**src/pkg/cbr_pkg.sv**
```systemverilog
// Constants shared by the console button and relay control block.
// Assumes a single 100 MHz system clock and a 32-bit AXI4-Lite register bus.
package cbr_pkg;

  // ----------------------------------------------------------------
  // Timing
  // ----------------------------------------------------------------
  localparam int unsigned CLK_PERIOD_PS   = 10000;    // 100 MHz system clock.
  localparam int unsigned TICK_PERIOD_US  = 1000;     // Slow tick of 1 ms.
  localparam int unsigned TICK_CYCLES     = (TICK_PERIOD_US * 1000000) / CLK_PERIOD_PS;
  localparam int unsigned DEBOUNCE_MS     = 10;       // Button must be stable this long.
  localparam int unsigned HOLD_MS         = 400;      // Presses at least this long are holds.
  localparam int unsigned DEB_CNT_W       = 4;
  localparam int unsigned HOLD_CNT_W      = 9;
  localparam logic [DEB_CNT_W-1:0]  DEB_TICKS  = DEB_CNT_W'(DEBOUNCE_MS * 1000 / TICK_PERIOD_US);
  localparam logic [HOLD_CNT_W-1:0] HOLD_TICKS = HOLD_CNT_W'(HOLD_MS * 1000 / TICK_PERIOD_US);

  // ----------------------------------------------------------------
  // Register map (byte addresses)
  // ----------------------------------------------------------------
  localparam logic [7:0]  CFG_OFFSET     = 8'h00;
  localparam logic [7:0]  STATUS_OFFSET  = 8'h04;
  localparam logic [7:0]  GAIN_OFFSET    = 8'h08;
  localparam logic [9:0]  CFG_RESET      = 10'h000;
  localparam logic [1:0]  RESP_OKAY      = 2'h0;
  localparam logic [1:0]  RESP_SLVERR    = 2'h2;

  // Configuration field positions.
  localparam int unsigned CFG_MAIN_LSB   = 0;     // Two bits.
  localparam int unsigned CFG_TB1_HYB    = 2;
  localparam int unsigned CFG_TB2_HYB    = 3;
  localparam int unsigned CFG_TB2_EN     = 4;
  localparam int unsigned CFG_RELAY_LSB  = 6;     // Two bits.
  localparam int unsigned CFG_STEREO     = 8;
  localparam int unsigned CFG_REVERSE    = 9;
  localparam int unsigned CFG_W          = 10;

  // Rotary control width.
  localparam int unsigned POT_W          = 8;

  // ----------------------------------------------------------------
  // Modes
  // ----------------------------------------------------------------
  typedef enum logic [1:0] {
    CBR_MAIN_MUTE = 2'h0,
    CBR_MAIN_PTT  = 2'h1,
    CBR_MAIN_ALT  = 2'h2,
    CBR_MAIN_HYB  = 2'h3
  } cbr_main_mode_e;

  typedef enum logic [1:0] {
    CBR_RELAY_OFF  = 2'h0,
    CBR_RELAY_MAIN = 2'h1,
    CBR_RELAY_TB1  = 2'h2,
    CBR_RELAY_TB2  = 2'h3
  } cbr_relay_mode_e;

endpackage

```
**src/hw/cbr_console_ctrl.sv**
```systemverilog
// Button, relay and headphone control logic of the announcer console.
// Assumes pushbuttons on active-low pins, rotary controls sampled by an ADC
// on ref_clk, and software access over AXI4-Lite.
//
// What this block does
// - Two-bit mode; push-to-mute mutes while held.
// - Push-to-talk: main active only while held.
// - Alternate action toggles per press, starts muted.
// - Main hybrid: hold is momentary, tap toggles.
// - Talkback 1 push-to-talk or hybrid select.
// - Talkback 1 hybrid: hold momentary, tap toggles.
// - Talkback 1 muted after power-up.
// - Talkback 2 push-to-talk or hybrid select.
// - Talkback 2 hybrid, muted after power-up.
// - Talkback 2 audio follows its button state.
// - Disabled talkback 2 still drives relay only.
// - Relay disabled mode never changes state.
// - Relay follows main output status.
// - Relay follows talkback 1 button state.
// - Relay follows talkback 2 button state.
// - Setting changes take effect immediately.
// - Dual mode: each control sets one channel.
// - Stereo mode: left level, right balance.
// - Normal dual: left control governs left channel.
// - Normal stereo: counterclockwise balance favours left.
// - Reverse orientation swaps channel assignments.
`timescale 1ns/1ps
`default_nettype none

module cbr_console_ctrl
  import cbr_pkg::*;
#(
  parameter int unsigned TICK_LEN = cbr_pkg::TICK_CYCLES
) (
  input  wire logic                      ref_clk,
  input  wire logic                      sys_rst,
  // Pushbutton pins, low while pressed.
  input  wire logic                      main_button_n,
  input  wire logic                      talkback1_button_n,
  input  wire logic                      talkback2_button_n,
  // Rotary control positions, 0 fully counterclockwise.
  input  wire logic [cbr_pkg::POT_W-1:0] left_pot,
  input  wire logic [cbr_pkg::POT_W-1:0] right_pot,
  // Outputs.
  output logic                           main_active,
  output logic                           talkback1_active,
  output logic                           talkback2_active,
  output logic                           relay_energize,
  output logic [cbr_pkg::POT_W-1:0]      hp_left_gain,
  output logic [cbr_pkg::POT_W-1:0]      hp_right_gain,
  // AXI4-Lite slave.
  input  wire logic [7:0]                s_axi_awaddr,
  input  wire logic                      s_axi_awvalid,
  output logic                           s_axi_awready,
  input  wire logic [31:0]               s_axi_wdata,
  input  wire logic [3:0]                s_axi_wstrb,
  input  wire logic                      s_axi_wvalid,
  output logic                           s_axi_wready,
  output logic [1:0]                     s_axi_bresp,
  output logic                           s_axi_bvalid,
  input  wire logic                      s_axi_bready,
  input  wire logic [7:0]                s_axi_araddr,
  input  wire logic                      s_axi_arvalid,
  output logic                           s_axi_arready,
  output logic [31:0]                    s_axi_rdata,
  output logic [1:0]                     s_axi_rresp,
  output logic                           s_axi_rvalid,
  input  wire logic                      s_axi_rready
);
  import cbr_pkg::*;

  // A divider shorter than two cycles cannot make a one-cycle tick.
  if (TICK_LEN < 2) begin : g_bad_tick
    $error("TICK_LEN must be at least 2");
  end

  localparam int unsigned TW = $clog2(TICK_LEN);

  // ----------------------------------------------------------------
  // Register bus
  // ----------------------------------------------------------------
  logic [CFG_W-1:0] cfg, next_cfg;
  logic             next_bvalid, next_rvalid, wr_go, rd_go;
  logic [1:0]       next_bresp, next_rresp;
  logic [31:0]      next_rdata, status_word;

  // Address and data are taken together, only while no response waits.
  assign wr_go         = s_axi_awvalid && s_axi_wvalid && !s_axi_bvalid;
  assign s_axi_awready = wr_go;
  assign s_axi_wready  = wr_go;
  assign rd_go         = s_axi_arvalid && !s_axi_rvalid;
  assign s_axi_arready = rd_go;

  // Writes land in the config word at once, so every mode follows live. Status
  // and gain words are read-only; a write there is dropped with OKAY.
  always_comb begin
    next_cfg    = cfg;
    next_bvalid = s_axi_bvalid && !s_axi_bready;
    next_bresp  = s_axi_bresp;
    next_rvalid = s_axi_rvalid && !s_axi_rready;
    next_rresp  = s_axi_rresp;
    next_rdata  = s_axi_rdata;
    if (wr_go) begin
      next_bvalid = 1'b1;
      next_bresp  = RESP_OKAY;
      if (s_axi_awaddr[7:2] == CFG_OFFSET[7:2]) begin
        if (s_axi_wstrb[0]) next_cfg[7:0] = s_axi_wdata[7:0];
        if (s_axi_wstrb[1]) next_cfg[CFG_W-1:8] = s_axi_wdata[CFG_W-1:8];
      end else if (s_axi_awaddr[7:2] != STATUS_OFFSET[7:2] &&
                   s_axi_awaddr[7:2] != GAIN_OFFSET[7:2]) begin
        next_bresp = RESP_SLVERR;
      end
    end
    if (rd_go) begin
      next_rvalid = 1'b1;
      next_rresp  = RESP_OKAY;
      case (s_axi_araddr[7:2])
        CFG_OFFSET[7:2]:    next_rdata = {{(32-CFG_W){1'b0}}, cfg};
        STATUS_OFFSET[7:2]: next_rdata = status_word;
        GAIN_OFFSET[7:2]:   next_rdata = {16'h0000, hp_right_gain, hp_left_gain};
        default: begin
          next_rdata = 32'h0000_0000;
          next_rresp = RESP_SLVERR;
        end
      endcase
    end
  end

  // Bus state registers.
  always_ff @(posedge ref_clk or posedge sys_rst) begin
    if (sys_rst) begin
      cfg          <= CFG_RESET;
      s_axi_bvalid <= 1'b0;
      s_axi_bresp  <= RESP_OKAY;
      s_axi_rvalid <= 1'b0;
      s_axi_rresp  <= RESP_OKAY;
      s_axi_rdata  <= 32'h0000_0000;
    end else begin
      cfg          <= next_cfg;
      s_axi_bvalid <= next_bvalid;
      s_axi_bresp  <= next_bresp;
      s_axi_rvalid <= next_rvalid;
      s_axi_rresp  <= next_rresp;
      s_axi_rdata  <= next_rdata;
    end
  end

  cbr_main_mode_e  main_mode;
  cbr_relay_mode_e relay_mode;
  assign main_mode  = cbr_main_mode_e'(cfg[CFG_MAIN_LSB +: 2]);
  assign relay_mode = cbr_relay_mode_e'(cfg[CFG_RELAY_LSB +: 2]);

  // ----------------------------------------------------------------
  // Slow tick
  // ----------------------------------------------------------------
  logic [TW-1:0] tick_cnt, next_tick_cnt;
  logic          tick;

  // The 1 ms enable keeps debounce and hold counters a few bits wide.
  always_comb begin
    tick          = (tick_cnt == TW'(TICK_LEN - 1));
    next_tick_cnt = tick ? '0 : tick_cnt + 1'b1;
  end

  always_ff @(posedge ref_clk or posedge sys_rst) begin
    if (sys_rst) tick_cnt <= '0;
    else tick_cnt <= next_tick_cnt;
  end

  // ----------------------------------------------------------------
  // Buttons: synchronise, debounce, time, latch
  // ----------------------------------------------------------------
  logic [2:0] pin_pressed, pressed, press_edge, release_edge, is_long, latch;
  logic [2:0] latch_sel;    // Button uses a latched state at all.
  logic [2:0] alt_sel;      // Toggle on every press.

  assign pin_pressed = {~talkback2_button_n, ~talkback1_button_n, ~main_button_n};
  assign alt_sel     = {2'b00, main_mode == CBR_MAIN_ALT};
  assign latch_sel   = {cfg[CFG_TB2_HYB], cfg[CFG_TB1_HYB],
                        main_mode == CBR_MAIN_ALT || main_mode == CBR_MAIN_HYB};

  for (genvar i = 0; i < 3; i++) begin : g_btn
    logic [1:0]            sync;
    logic                  db, next_db, next_latch;
    logic [DEB_CNT_W-1:0]  deb_cnt, next_deb_cnt;
    logic [HOLD_CNT_W-1:0] hold_cnt, next_hold_cnt;

    // A changed level must stay put for the whole debounce time; tap versus
    // hold is judged on the clean level. Leaving a latching mode clears the
    // latch so a later return starts muted.
    always_comb begin
      next_db       = db;
      next_deb_cnt  = '0;
      next_hold_cnt = hold_cnt;
      next_latch    = latch[i];
      if (sync[1] != db) begin
        next_deb_cnt = deb_cnt;
        if (tick) begin
          if (deb_cnt == DEB_TICKS - 1'b1) begin
            next_db      = sync[1];
            next_deb_cnt = '0;
          end else begin
            next_deb_cnt = deb_cnt + 1'b1;
          end
        end
      end
      if (!db) next_hold_cnt = '0;
      else if (tick && !is_long[i]) next_hold_cnt = hold_cnt + 1'b1;
      if (!latch_sel[i]) next_latch = 1'b0;
      else if (alt_sel[i] && press_edge[i]) next_latch = ~latch[i];
      else if (!alt_sel[i] && release_edge[i] && !is_long[i]) begin
        next_latch = ~latch[i];
      end
      // A long press releases with the latch untouched.
    end

    always_ff @(posedge ref_clk or posedge sys_rst) begin
      if (sys_rst) begin
        sync     <= 2'b00;
        db       <= 1'b0;
        deb_cnt  <= '0;
        hold_cnt <= '0;
        latch[i] <= 1'b0;
      end else begin
        sync     <= {sync[0], pin_pressed[i]};
        db       <= next_db;
        deb_cnt  <= next_deb_cnt;
        hold_cnt <= next_hold_cnt;
        latch[i] <= next_latch;
      end
    end

    assign pressed[i]      = db;
    assign press_edge[i]   = next_db && !db;
    assign release_edge[i] = !next_db && db;
    assign is_long[i]      = (hold_cnt == HOLD_TICKS);
  end

  // ----------------------------------------------------------------
  // Output states and relay
  // ----------------------------------------------------------------
  logic tb2_state, next_relay;

  // Hybrid buttons are live while held and otherwise show their latch.
  always_comb begin
    case (main_mode)
      CBR_MAIN_MUTE: main_active = !pressed[0];
      CBR_MAIN_PTT:  main_active = pressed[0];
      CBR_MAIN_ALT:  main_active = latch[0];
      CBR_MAIN_HYB:  main_active = pressed[0] || latch[0];
      default:       main_active = 1'b0;
    endcase
    talkback1_active = pressed[1] || latch[1];
    // With the function off the button only matters when the relay follows it.
    tb2_state = (cfg[CFG_TB2_EN] || relay_mode == CBR_RELAY_TB2) &&
                (pressed[2] || latch[2]);
    talkback2_active = cfg[CFG_TB2_EN] && tb2_state;
    case (relay_mode)
      CBR_RELAY_OFF:  next_relay = 1'b0;
      CBR_RELAY_MAIN: next_relay = main_active;
      CBR_RELAY_TB1:  next_relay = talkback1_active;
      CBR_RELAY_TB2:  next_relay = tb2_state;
      default:        next_relay = 1'b0;
    endcase
  end

  always_ff @(posedge ref_clk or posedge sys_rst) begin
    if (sys_rst) relay_energize <= 1'b0;
    else relay_energize <= next_relay;
  end

  assign status_word = {21'h000000, pressed, 3'h0, relay_energize, talkback2_active,
                        tb2_state, talkback1_active, main_active};

  // ----------------------------------------------------------------
  // Headphone controls
  // ----------------------------------------------------------------
  logic [POT_W-1:0]   fac_ccw;   // Scale of the side favoured counterclockwise.
  logic [POT_W-1:0]   fac_cw, next_hp_left, next_hp_right;
  logic [2*POT_W-1:0] prod_ccw, prod_cw;

  // Balance centre leaves both sides full; each half cuts one side linearly.
  always_comb begin
    fac_ccw  = (right_pot <= 8'h80) ? 8'hFF : {~right_pot[POT_W-2:0], 1'b0};
    fac_cw   = (right_pot >= 8'h7F) ? 8'hFF : {right_pot[POT_W-2:0], 1'b0};
    prod_ccw = left_pot * fac_ccw;
    prod_cw  = left_pot * fac_cw;
    if (!cfg[CFG_STEREO]) begin
      next_hp_left  = cfg[CFG_REVERSE] ? right_pot : left_pot;
      next_hp_right = cfg[CFG_REVERSE] ? left_pot : right_pot;
    end else begin
      next_hp_left  = cfg[CFG_REVERSE] ? prod_cw[2*POT_W-1:POT_W]
                                       : prod_ccw[2*POT_W-1:POT_W];
      next_hp_right = cfg[CFG_REVERSE] ? prod_ccw[2*POT_W-1:POT_W]
                                       : prod_cw[2*POT_W-1:POT_W];
    end
  end

  always_ff @(posedge ref_clk or posedge sys_rst) begin
    if (sys_rst) begin
      hp_left_gain  <= '0;
      hp_right_gain <= '0;
    end else begin
      hp_left_gain  <= next_hp_left;
      hp_right_gain <= next_hp_right;
    end
  end

  // ----------------------------------------------------------------
  // Checks
  // ----------------------------------------------------------------
  property p_ptt_main;
    @(posedge ref_clk) disable iff (sys_rst)
      (main_mode == CBR_MAIN_PTT) |-> (main_active == pressed[0]);
  endproperty
  a_ptt_main: assert property (p_ptt_main) else $error("main not following push-to-talk");
  property p_alt_toggle;
    @(posedge ref_clk) disable iff (sys_rst)
      (main_mode == CBR_MAIN_ALT && press_edge[0] && !s_axi_bvalid && !wr_go)
        |=> (main_active != $past(main_active));
  endproperty
  a_alt_toggle: assert property (p_alt_toggle) else $error("alternate press did not toggle");
  property p_tap_toggles;
    @(posedge ref_clk) disable iff (sys_rst)
      (latch_sel[1] && release_edge[1] && !is_long[1] && !wr_go) |=> (latch[1] != $past(latch[1]));
  endproperty
  a_tap_toggles: assert property (p_tap_toggles) else $error("tap did not toggle latch");
  property p_hold_keeps;
    @(posedge ref_clk) disable iff (sys_rst)
      (latch_sel[0] && !alt_sel[0] && release_edge[0] && is_long[0] && !wr_go)
        |=> $stable(latch[0]);
  endproperty
  a_hold_keeps: assert property (p_hold_keeps) else $error("hold changed latch");
  property p_tb2_audio;
    @(posedge ref_clk) disable iff (sys_rst)
      !cfg[CFG_TB2_EN] |-> !talkback2_active;
  endproperty
  a_tb2_audio: assert property (p_tb2_audio) else $error("disabled talkback 2 active");
  property p_relay_off;
    @(posedge ref_clk) disable iff (sys_rst)
      (relay_mode == CBR_RELAY_OFF) [*2] |-> !relay_energize;
  endproperty
  a_relay_off: assert property (p_relay_off) else $error("disabled relay energized");
  property p_relay_main;
    @(posedge ref_clk) disable iff (sys_rst)
      (relay_mode == CBR_RELAY_MAIN) |=> (relay_energize == $past(main_active));
  endproperty
  a_relay_main: assert property (p_relay_main) else $error("relay not following main");
  property p_relay_tb2;
    @(posedge ref_clk) disable iff (sys_rst)
      (relay_mode == CBR_RELAY_TB2 && pressed[2] && !latch_sel[2]) |=> relay_energize;
  endproperty
  a_relay_tb2: assert property (p_relay_tb2) else $error("relay ignored talkback 2");
  property p_reverse_dual;
    @(posedge ref_clk) disable iff (sys_rst)
      (!cfg[CFG_STEREO] && cfg[CFG_REVERSE]) |=> (hp_right_gain == $past(left_pot));
  endproperty
  a_reverse_dual: assert property (p_reverse_dual) else $error("reverse dual not swapped");

endmodule

`default_nettype wire

```
**config.mk**
```make
export PLATFORM = sky130hd
export DESIGN_NAME = cbr_console_ctrl
export DESIGN_NICKNAME = d
export VERILOG_FILES = /design/src/pkg/cbr_pkg.sv /design/src/hw/cbr_console_ctrl.sv
export SDC_FILE = /design/constraint.sdc
export NUM_CORES = 1
export LEC_CHECK = 0
export BUFFER_PORTS_ARGS = -buffer_cell sky130_fd_sc_hd__buf_2
export CAP_MARGIN = 0
export CORE_MARGIN = 2
export CORE_UTILIZATION = 64
export CTS_CLUSTER_DIAMETER = 40
export CTS_CLUSTER_SIZE = 30
export DETAILED_ROUTE_END_ITERATION = 8
export GPL_TIMING_DRIVEN = 1
export PLACE_DENSITY = 0.95
export SLEW_MARGIN = 25
export SYNTH_ARGS = -nofsm -noshare
export SYNTH_HDL_FRONTEND = slang
export SYNTH_SLANG_ARGS = --single-unit
export TNS_END_PERCENT = 100
```
**constraint.sdc**
```tcl
create_clock -name ref_clk -period 5.3 [get_ports ref_clk]
set_input_delay 0.795 -clock ref_clk [delete_from_list [all_inputs] [get_ports ref_clk]]
set_output_delay 0.795 -clock ref_clk [all_outputs]
set_load 0.03 [all_outputs]
```
Yosys cells after proc, flatten, opt, wreduce, memory -nomap -nowiden
Cells that the tools add are included.

Flip-flop bits (word level): 133. Bits in latches: 0. Memory bits (writable): 0. ROM bits: 0. Input bits: 78. Output and inout port bits: 61. Word-level logic and storage cells: 165. Memories kept: 0.

Add/sub/neg operators: 7. $mul: 2. Div/mod/pow operators: 0. Order comparisons: 2. Equality and inequality tests: 29. Shift-type cells: 0. Mux-type cells: 48. Bitwise logic cells: 7. Reduce and logical (&&, ||, !) cells: 44.

Operators by type and width (number): 8-bit 2-to-1 mux (8); 9-bit 2-to-1 mux (6); 16-bit case mux with 3 select lines (1); 4-bit 2-to-1 mux (9); 8-bit by 8-bit multiplier with 16-bit output (2); 9-bit by 1-bit adder with 9-bit output (second input constant) (3); 9-bit equality test (second input constant) (3); 1-bit logical AND (20); 1-bit 2-to-1 mux (18); 17-bit by 1-bit adder with 17-bit output (second input constant) (1); 17-bit equality test (second input constant) (1); 17-bit 2-to-1 mux (1); 4-bit by 1-bit adder with 4-bit output (second input constant) (3); 4-bit equality test (second input constant) (3); 1-bit zero test (12); 6-bit zero test (2); 2-bit by 1-bit != test with 1-bit output (second input constant) (5); 2-bit equality test (second input constant) (4); 8-bit by 7-bit greater-or-equal comparator with 1-bit output (second input constant) (1); 8-bit <= comparator (second input constant) (1); 1-bit case mux with 4 select lines (2); 7-bit NOT (1); 6-bit by 1-bit equality test with 1-bit output (second input constant) (1); 6-bit by 2-bit equality test with 1-bit output (second input constant) (1); 12 further kinds (30).

Depth between registers and ports, before layout
Word-level depth: 11. Mapped depth: 20. Depth with buffers taken out: 18.

Worst setup path before layout
Ideal clock, no wire load.

Path type: in2reg. Start point: input port right_pot[7] (netlist bit). End point: register hp_right_gain[6] (netlist bit). Setup time: 0.138 ns. Arrival: 5.650 ns. Required time: 5.162 ns. Slack: -0.488 ns. Cell stages on the path: 18. Buffers on the path: 2. Path through: clkbuf_1 > clkbuf_1 > nand2_1 > and2_1 > fa_1 > fa_1 > fa_1 > inv_1 > fa_1 > inv_1 > ha_1 > nand2_1 > nor4_1 > a21oi_2 > a211oi_2 > or2_1 > xor2_1 > mux4_2.

Cells in the longest elaborated chain, start to end: 5. Elaborated cells on any way between the ends: 8. Classes of those cells: 2 x mul; 2 x order compare; 4 x mux.

RTL lines: start: declaration (RTL line cbr_console_ctrl.sv:43) `input wire logic [cbr_pkg::POT_W-1:0] right_pot,`; 8-bit by 7-bit greater-or-equal comparator with 1-bit output / 8-bit <= comparator (equally long branches) (RTL line cbr_console_ctrl.sv:285, cbr_console_ctrl.sv:284); 8-bit 2-to-1 mux, on equally long branches (RTL line cbr_console_ctrl.sv:285, cbr_console_ctrl.sv:284); 8-bit by 8-bit multiplier with 16-bit output, on equally long branches (RTL line cbr_console_ctrl.sv:287, cbr_console_ctrl.sv:286); 8-bit 2-to-1 mux * (RTL line cbr_console_ctrl.sv:294) `next_hp_right = cfg[CFG_REVERSE] ? prod_ccw[2*POT_W-1:POT_W]`; 8-bit 2-to-1 mux * (RTL line cbr_console_ctrl.sv:288) `if (!cfg[CFG_STEREO]) begin`; net next_hp_right[6] (RTL line cbr_console_ctrl.sv:279) `logic [POT_W-1:0] fac_cw, next_hp_left, next_hp_right;`; end signal: assignment (RTL line cbr_console_ctrl.sv:305) `hp_right_gain <= next_hp_right;`; end: declaration (RTL line cbr_console_ctrl.sv:50) `output logic [cbr_pkg::POT_W-1:0] hp_right_gain,`.

The timed path passes the listed nets; every way through them passes the cells marked *. A chain may end at the register's enable or synchronous reset.

Worst setup path after layout
Start point: input port right_pot[3] (netlist bit). End point: register hp_left_gain[6] (netlist bit).

Cells in the longest elaborated chain, start to end: 5. Elaborated cells on any way between the ends: 9. Classes of those cells: 2 x mul; 2 x order compare; 4 x mux; 1 x bitwise.

RTL lines: 8-bit <= comparator, or another cell as far along (RTL line cbr_console_ctrl.sv:284) `fac_ccw = (right_pot <= 8'h80) ? 8'hFF : {~right_pot[POT_W-2:0], 1'b0};`; 8-bit 2-to-1 mux, on equally long branches (RTL line cbr_console_ctrl.sv:284, cbr_console_ctrl.sv:285); 8-bit by 8-bit multiplier with 16-bit output, on equally long branches (RTL line cbr_console_ctrl.sv:286, cbr_console_ctrl.sv:287); 8-bit 2-to-1 mux * (RTL line cbr_console_ctrl.sv:292) `next_hp_left = cfg[CFG_REVERSE] ? prod_cw[2*POT_W-1:POT_W]`; 8-bit 2-to-1 mux * (RTL line cbr_console_ctrl.sv:288); net next_hp_left[6] (RTL line cbr_console_ctrl.sv:279); end signal: assignment (RTL line cbr_console_ctrl.sv:304) `hp_left_gain <= next_hp_left;`; end: declaration (RTL line cbr_console_ctrl.sv:49) `output logic [cbr_pkg::POT_W-1:0] hp_left_gain,`.

Marks and branches as above.

==> summary.txt <==
Power
  – PwrDens: approximately 380 nW/µm²
  – LEAKAGE: between 5 and 6 nW
  – Clock power share: 26.1%
  – Net Switching: 0.00172 W
  – Sw frac: 40.0%
  – Comb power frac: a little over half
  – P_int: around 0.0026 W
  – Part of the power in registers: between 20 and 25%
  – Worst vdd ir: around 230 µV

Clock network
  – CTS Buffer Depth: 2
  – Clk slew on worst S/H paths: 60 ps
  – Clock latency on the worst-skew pair: between 400 and 500 ps
  – CTS tree: built
  – Num CTS Buffers: 17
  – CTS sink cnt: around 120
  – Root buffer cell: clkbuf_16
  – Clock H-tree levels: 4

Status
  – Status: finished with violations
  – Violated checks: setup timing

Placed design
  – Placed cell count: around 1300
  – HPWL Detailed: ~19 mm
  – RD Place Congestion: between 0.8 and 0.9
  – IO Port Bufs: 92

Timing
  – Final slew viol count: 0
  – Relative slew slack: 39.5%
  – Setup WS post-layout: -31.0 ps
  – Setup violations, final: 3
  – Setup TNS: -51.3 ps
  – Fmax: approximately 190 MHz
  – Worst Max-Slew Pin Slew: slightly above 900 ps
  – Hold Slack: ~350 ps
  – Final worst path period need: 5330 ps
  – Skew final: between 9 and 10 ps
  – Fin crit share: 101%
  – Final Hold Vio Count: 0

Setup path
  – Worst EP required: 5580 ps
  – CP Data Arrival Time: 5610 ps
  – Worst Setup End Kind: flop
  – Crit path max fanout: 5
  – Kind of critical path: primary input to flop
  – Startpoint types: primary input

Global route
  – Number of global-route vias before repair: just under 9000
  – Total congestion overflow: 0
  – Global-route wire length before repair: 44.5 mm
  – Largest net degree at the start of global routing: 63
  – GRT Util Overall: roughly a third
  – Initial antenna violation count: 0

Floorplan
  – Ports: ~140
  – DIE AREA: about 16000 µm²
  – Initial Utilization: roughly 66%
  – Core Region: about 15000 µm²
  – Row Count: 44
  – Die Span X: 127 µm
  – Die H: between 100 and 150 µm

Logic synthesis
  – Seq/Total Area, Yosys: 29.7%
  – Area leader, netlist: dfrtp_1
  – Ranking of synthesized cells by area: dfrtp_1, fa_1, ha_1
  – #FFs+latches synth: between 100 and 150
  – Async SR Flop Fraction: 100%
  – Post-synth cell types: 65
  – Ys Warns: 0
  – Post-Syn Instances: just over 1000
  – Post-synth top area share: between 20% and 30%
  – Avg Cell Area, Syn: between 9 and 10 µm²
  – Primary FF master, synth: dfrtp_1
  – EDFF count, synth: 0
  – Cell area after synthesis: between 9000 and 10000 µm²

Layout
  – Area occupied by registers: 2880 µm²
  – Share of layout cells above drive strength 1: between 20% and 30%
  – Fill cells: roughly 820
  – Layout Cells excl Fill: around 1400
  – Area grow syn2layout: 18.4%
  – Fin nets: 1393
  – Commonest non-fill, non-tap cells in the layout: dfrtp_1, inv_1, buf_2
  – Antenna fix cells: 0
  – Multi-input logic area: roughly 6300 µm²
  – Commonest non-fill, non-tap cell in the layout: dfrtp_1

Detailed routing
  – Final WL: 28.0 mm
  – Vias/cell: 6.24
  – Residual DRC: 0
  – ANT nets after route: 0
  – DRT Pass-1 Iters: 5
  – Vias: between 8000 and 9000
  – Wire per inst: approximately 21 µm
  – DR iter-0 viols: 1102

Flow run
  – Max_cap viols: 0

Worst hold path
  – Hold crit path type: flop to flop
power groups by stage:
stage / logic, W / registers, W / clock network, W
after floorplan: 0.00131 / 0.000985 / 0
after global placement: 0.00184 / 0.000943 / 0
after detailed placement: 0.00199 / 0.000944 / 0
after CTS: 0.00208 / 0.000932 / 0.00111
after global routing: 0.00246 / 0.000935 / 0.00116
final: 0.00225 / 0.000935 / 0.00112
flip-flops by register name, summed over array words and instances, names as in the netlist:
register        count
hp_right_gain       8
cfg                10
hp_left_gain        8
s_axi_bresp         1
g_btn.sync          6
s_axi_bvalid        1
g_btn.deb_cnt      12
g_btn.db            3
latch               3
s_axi_rresp         1
s_axi_rvalid        1
tick_cnt           17
relay_energize      1
s_axi_rdata        16
g_btn.hold_cnt     27
what timing repair did:
item                       4_1_cts  5_1_grt
resized for setup                3       12
hold buffers                     0        0
pin swaps                        0        7
setup buffers                    0        5
setup endpoints to repair        7        7
worst paths after layout:
check	startpoint	to	slack (ps)	cells past startpoint
max	right_pot[3]	hp_left_gain[6]	-30	18
min	g_btn[0].sync[0]	g_btn[0].sync[1]	350	0
max reg2reg	tick_cnt[0]	g_btn[2].hold_cnt[7]	2200	8
min reg2reg	g_btn[0].sync[0]	g_btn[0].sync[1]	350	0
max in group asynchronous	sys_rst	g_btn[0].hold_cnt[2]	3630	3
min in group asynchronous	sys_rst	g_btn[1].sync[0]	510	2
synth_stat cells, drive strengths merged, types with 22 or more instances:
master	count
dfrtp	115
inv	111
ha	79
nand2	78
fa	70
nor2	68
and2	63
nor2b	49
a21oi	39
o21ai	39
mux2i	31
xor2	30
buf	28
xnor2	23
clkbuf	22
through the flow:
step	instance area [µm²]	worst slack, ps	util [%]	total power (W)
floorplan	9780	6.48	-	0.00230
global placement	10800	-248	73.6	0.00278
detailed placement	10800	-522	73.6	0.00294
CTS	11400	43.6	77.6	0.00412
global route	11500	-80.2	78.2	0.00456
finish	11500	-31.0	78.2	0.00431
per-layer routing:
| metal | wire, µm | part of all wire (%) | vias up | GRT usage [%] |
|---|---|---|---|---|
| met4 | 1930 | 6.9 | 0 | 19.5 |
| met5 | 0 | 0 | - | 0 |
| met3 | 2300 | 8.2 | 196 | 7.51 |
| met1 | 10000 | 36 | 4112 | 41.3 |
| li1 | - | - | 3631 | - |
| met2 | 13800 | 49 | 550 | 60.1 |
logic make-up (layout without fill, tap and decap cells):
kind of cell,after synthesis,in the layout,synth area share (%)
simple gates,346,346,19.0
buf+inv,161,314,7.07
fa+ha+maj,149,149,24.7
compound gates,135,135,9.13
flops,115,115,29.7
xor+xnor,53,53,4.80
mux,47,47,5.53
other cells,1,18,0.0388
layout make-up:
class / instances / share of cell area [%]
Inverter: 111 / 3.66
Tap cell: 184 / 2.01
Clock buffer: 19 / 3.95
Multi-Input combinational cell: 748 / 54.7
Sequential cell: 115 / 25.1
Timing Repair Buffer: 173 / 9.53
Clock inverter: 11 / 0.983
worst max-delay path: stages:
cell      delay (ps)
buf_2            150
or4_4            530
o41ai_4          470
buf_4            200
and2_1           140
fa_1             430
ha_1             310
inv_1             70
fa_1             580
inv_1             70
ha_1             290
nand2_2           80
nor4_4           320
a21oi_2          130
a211oi_2         230
or2_1            190
xor2_1           110
mux4_2           510
No activity file was read; power rests on OpenSTA's default activity.
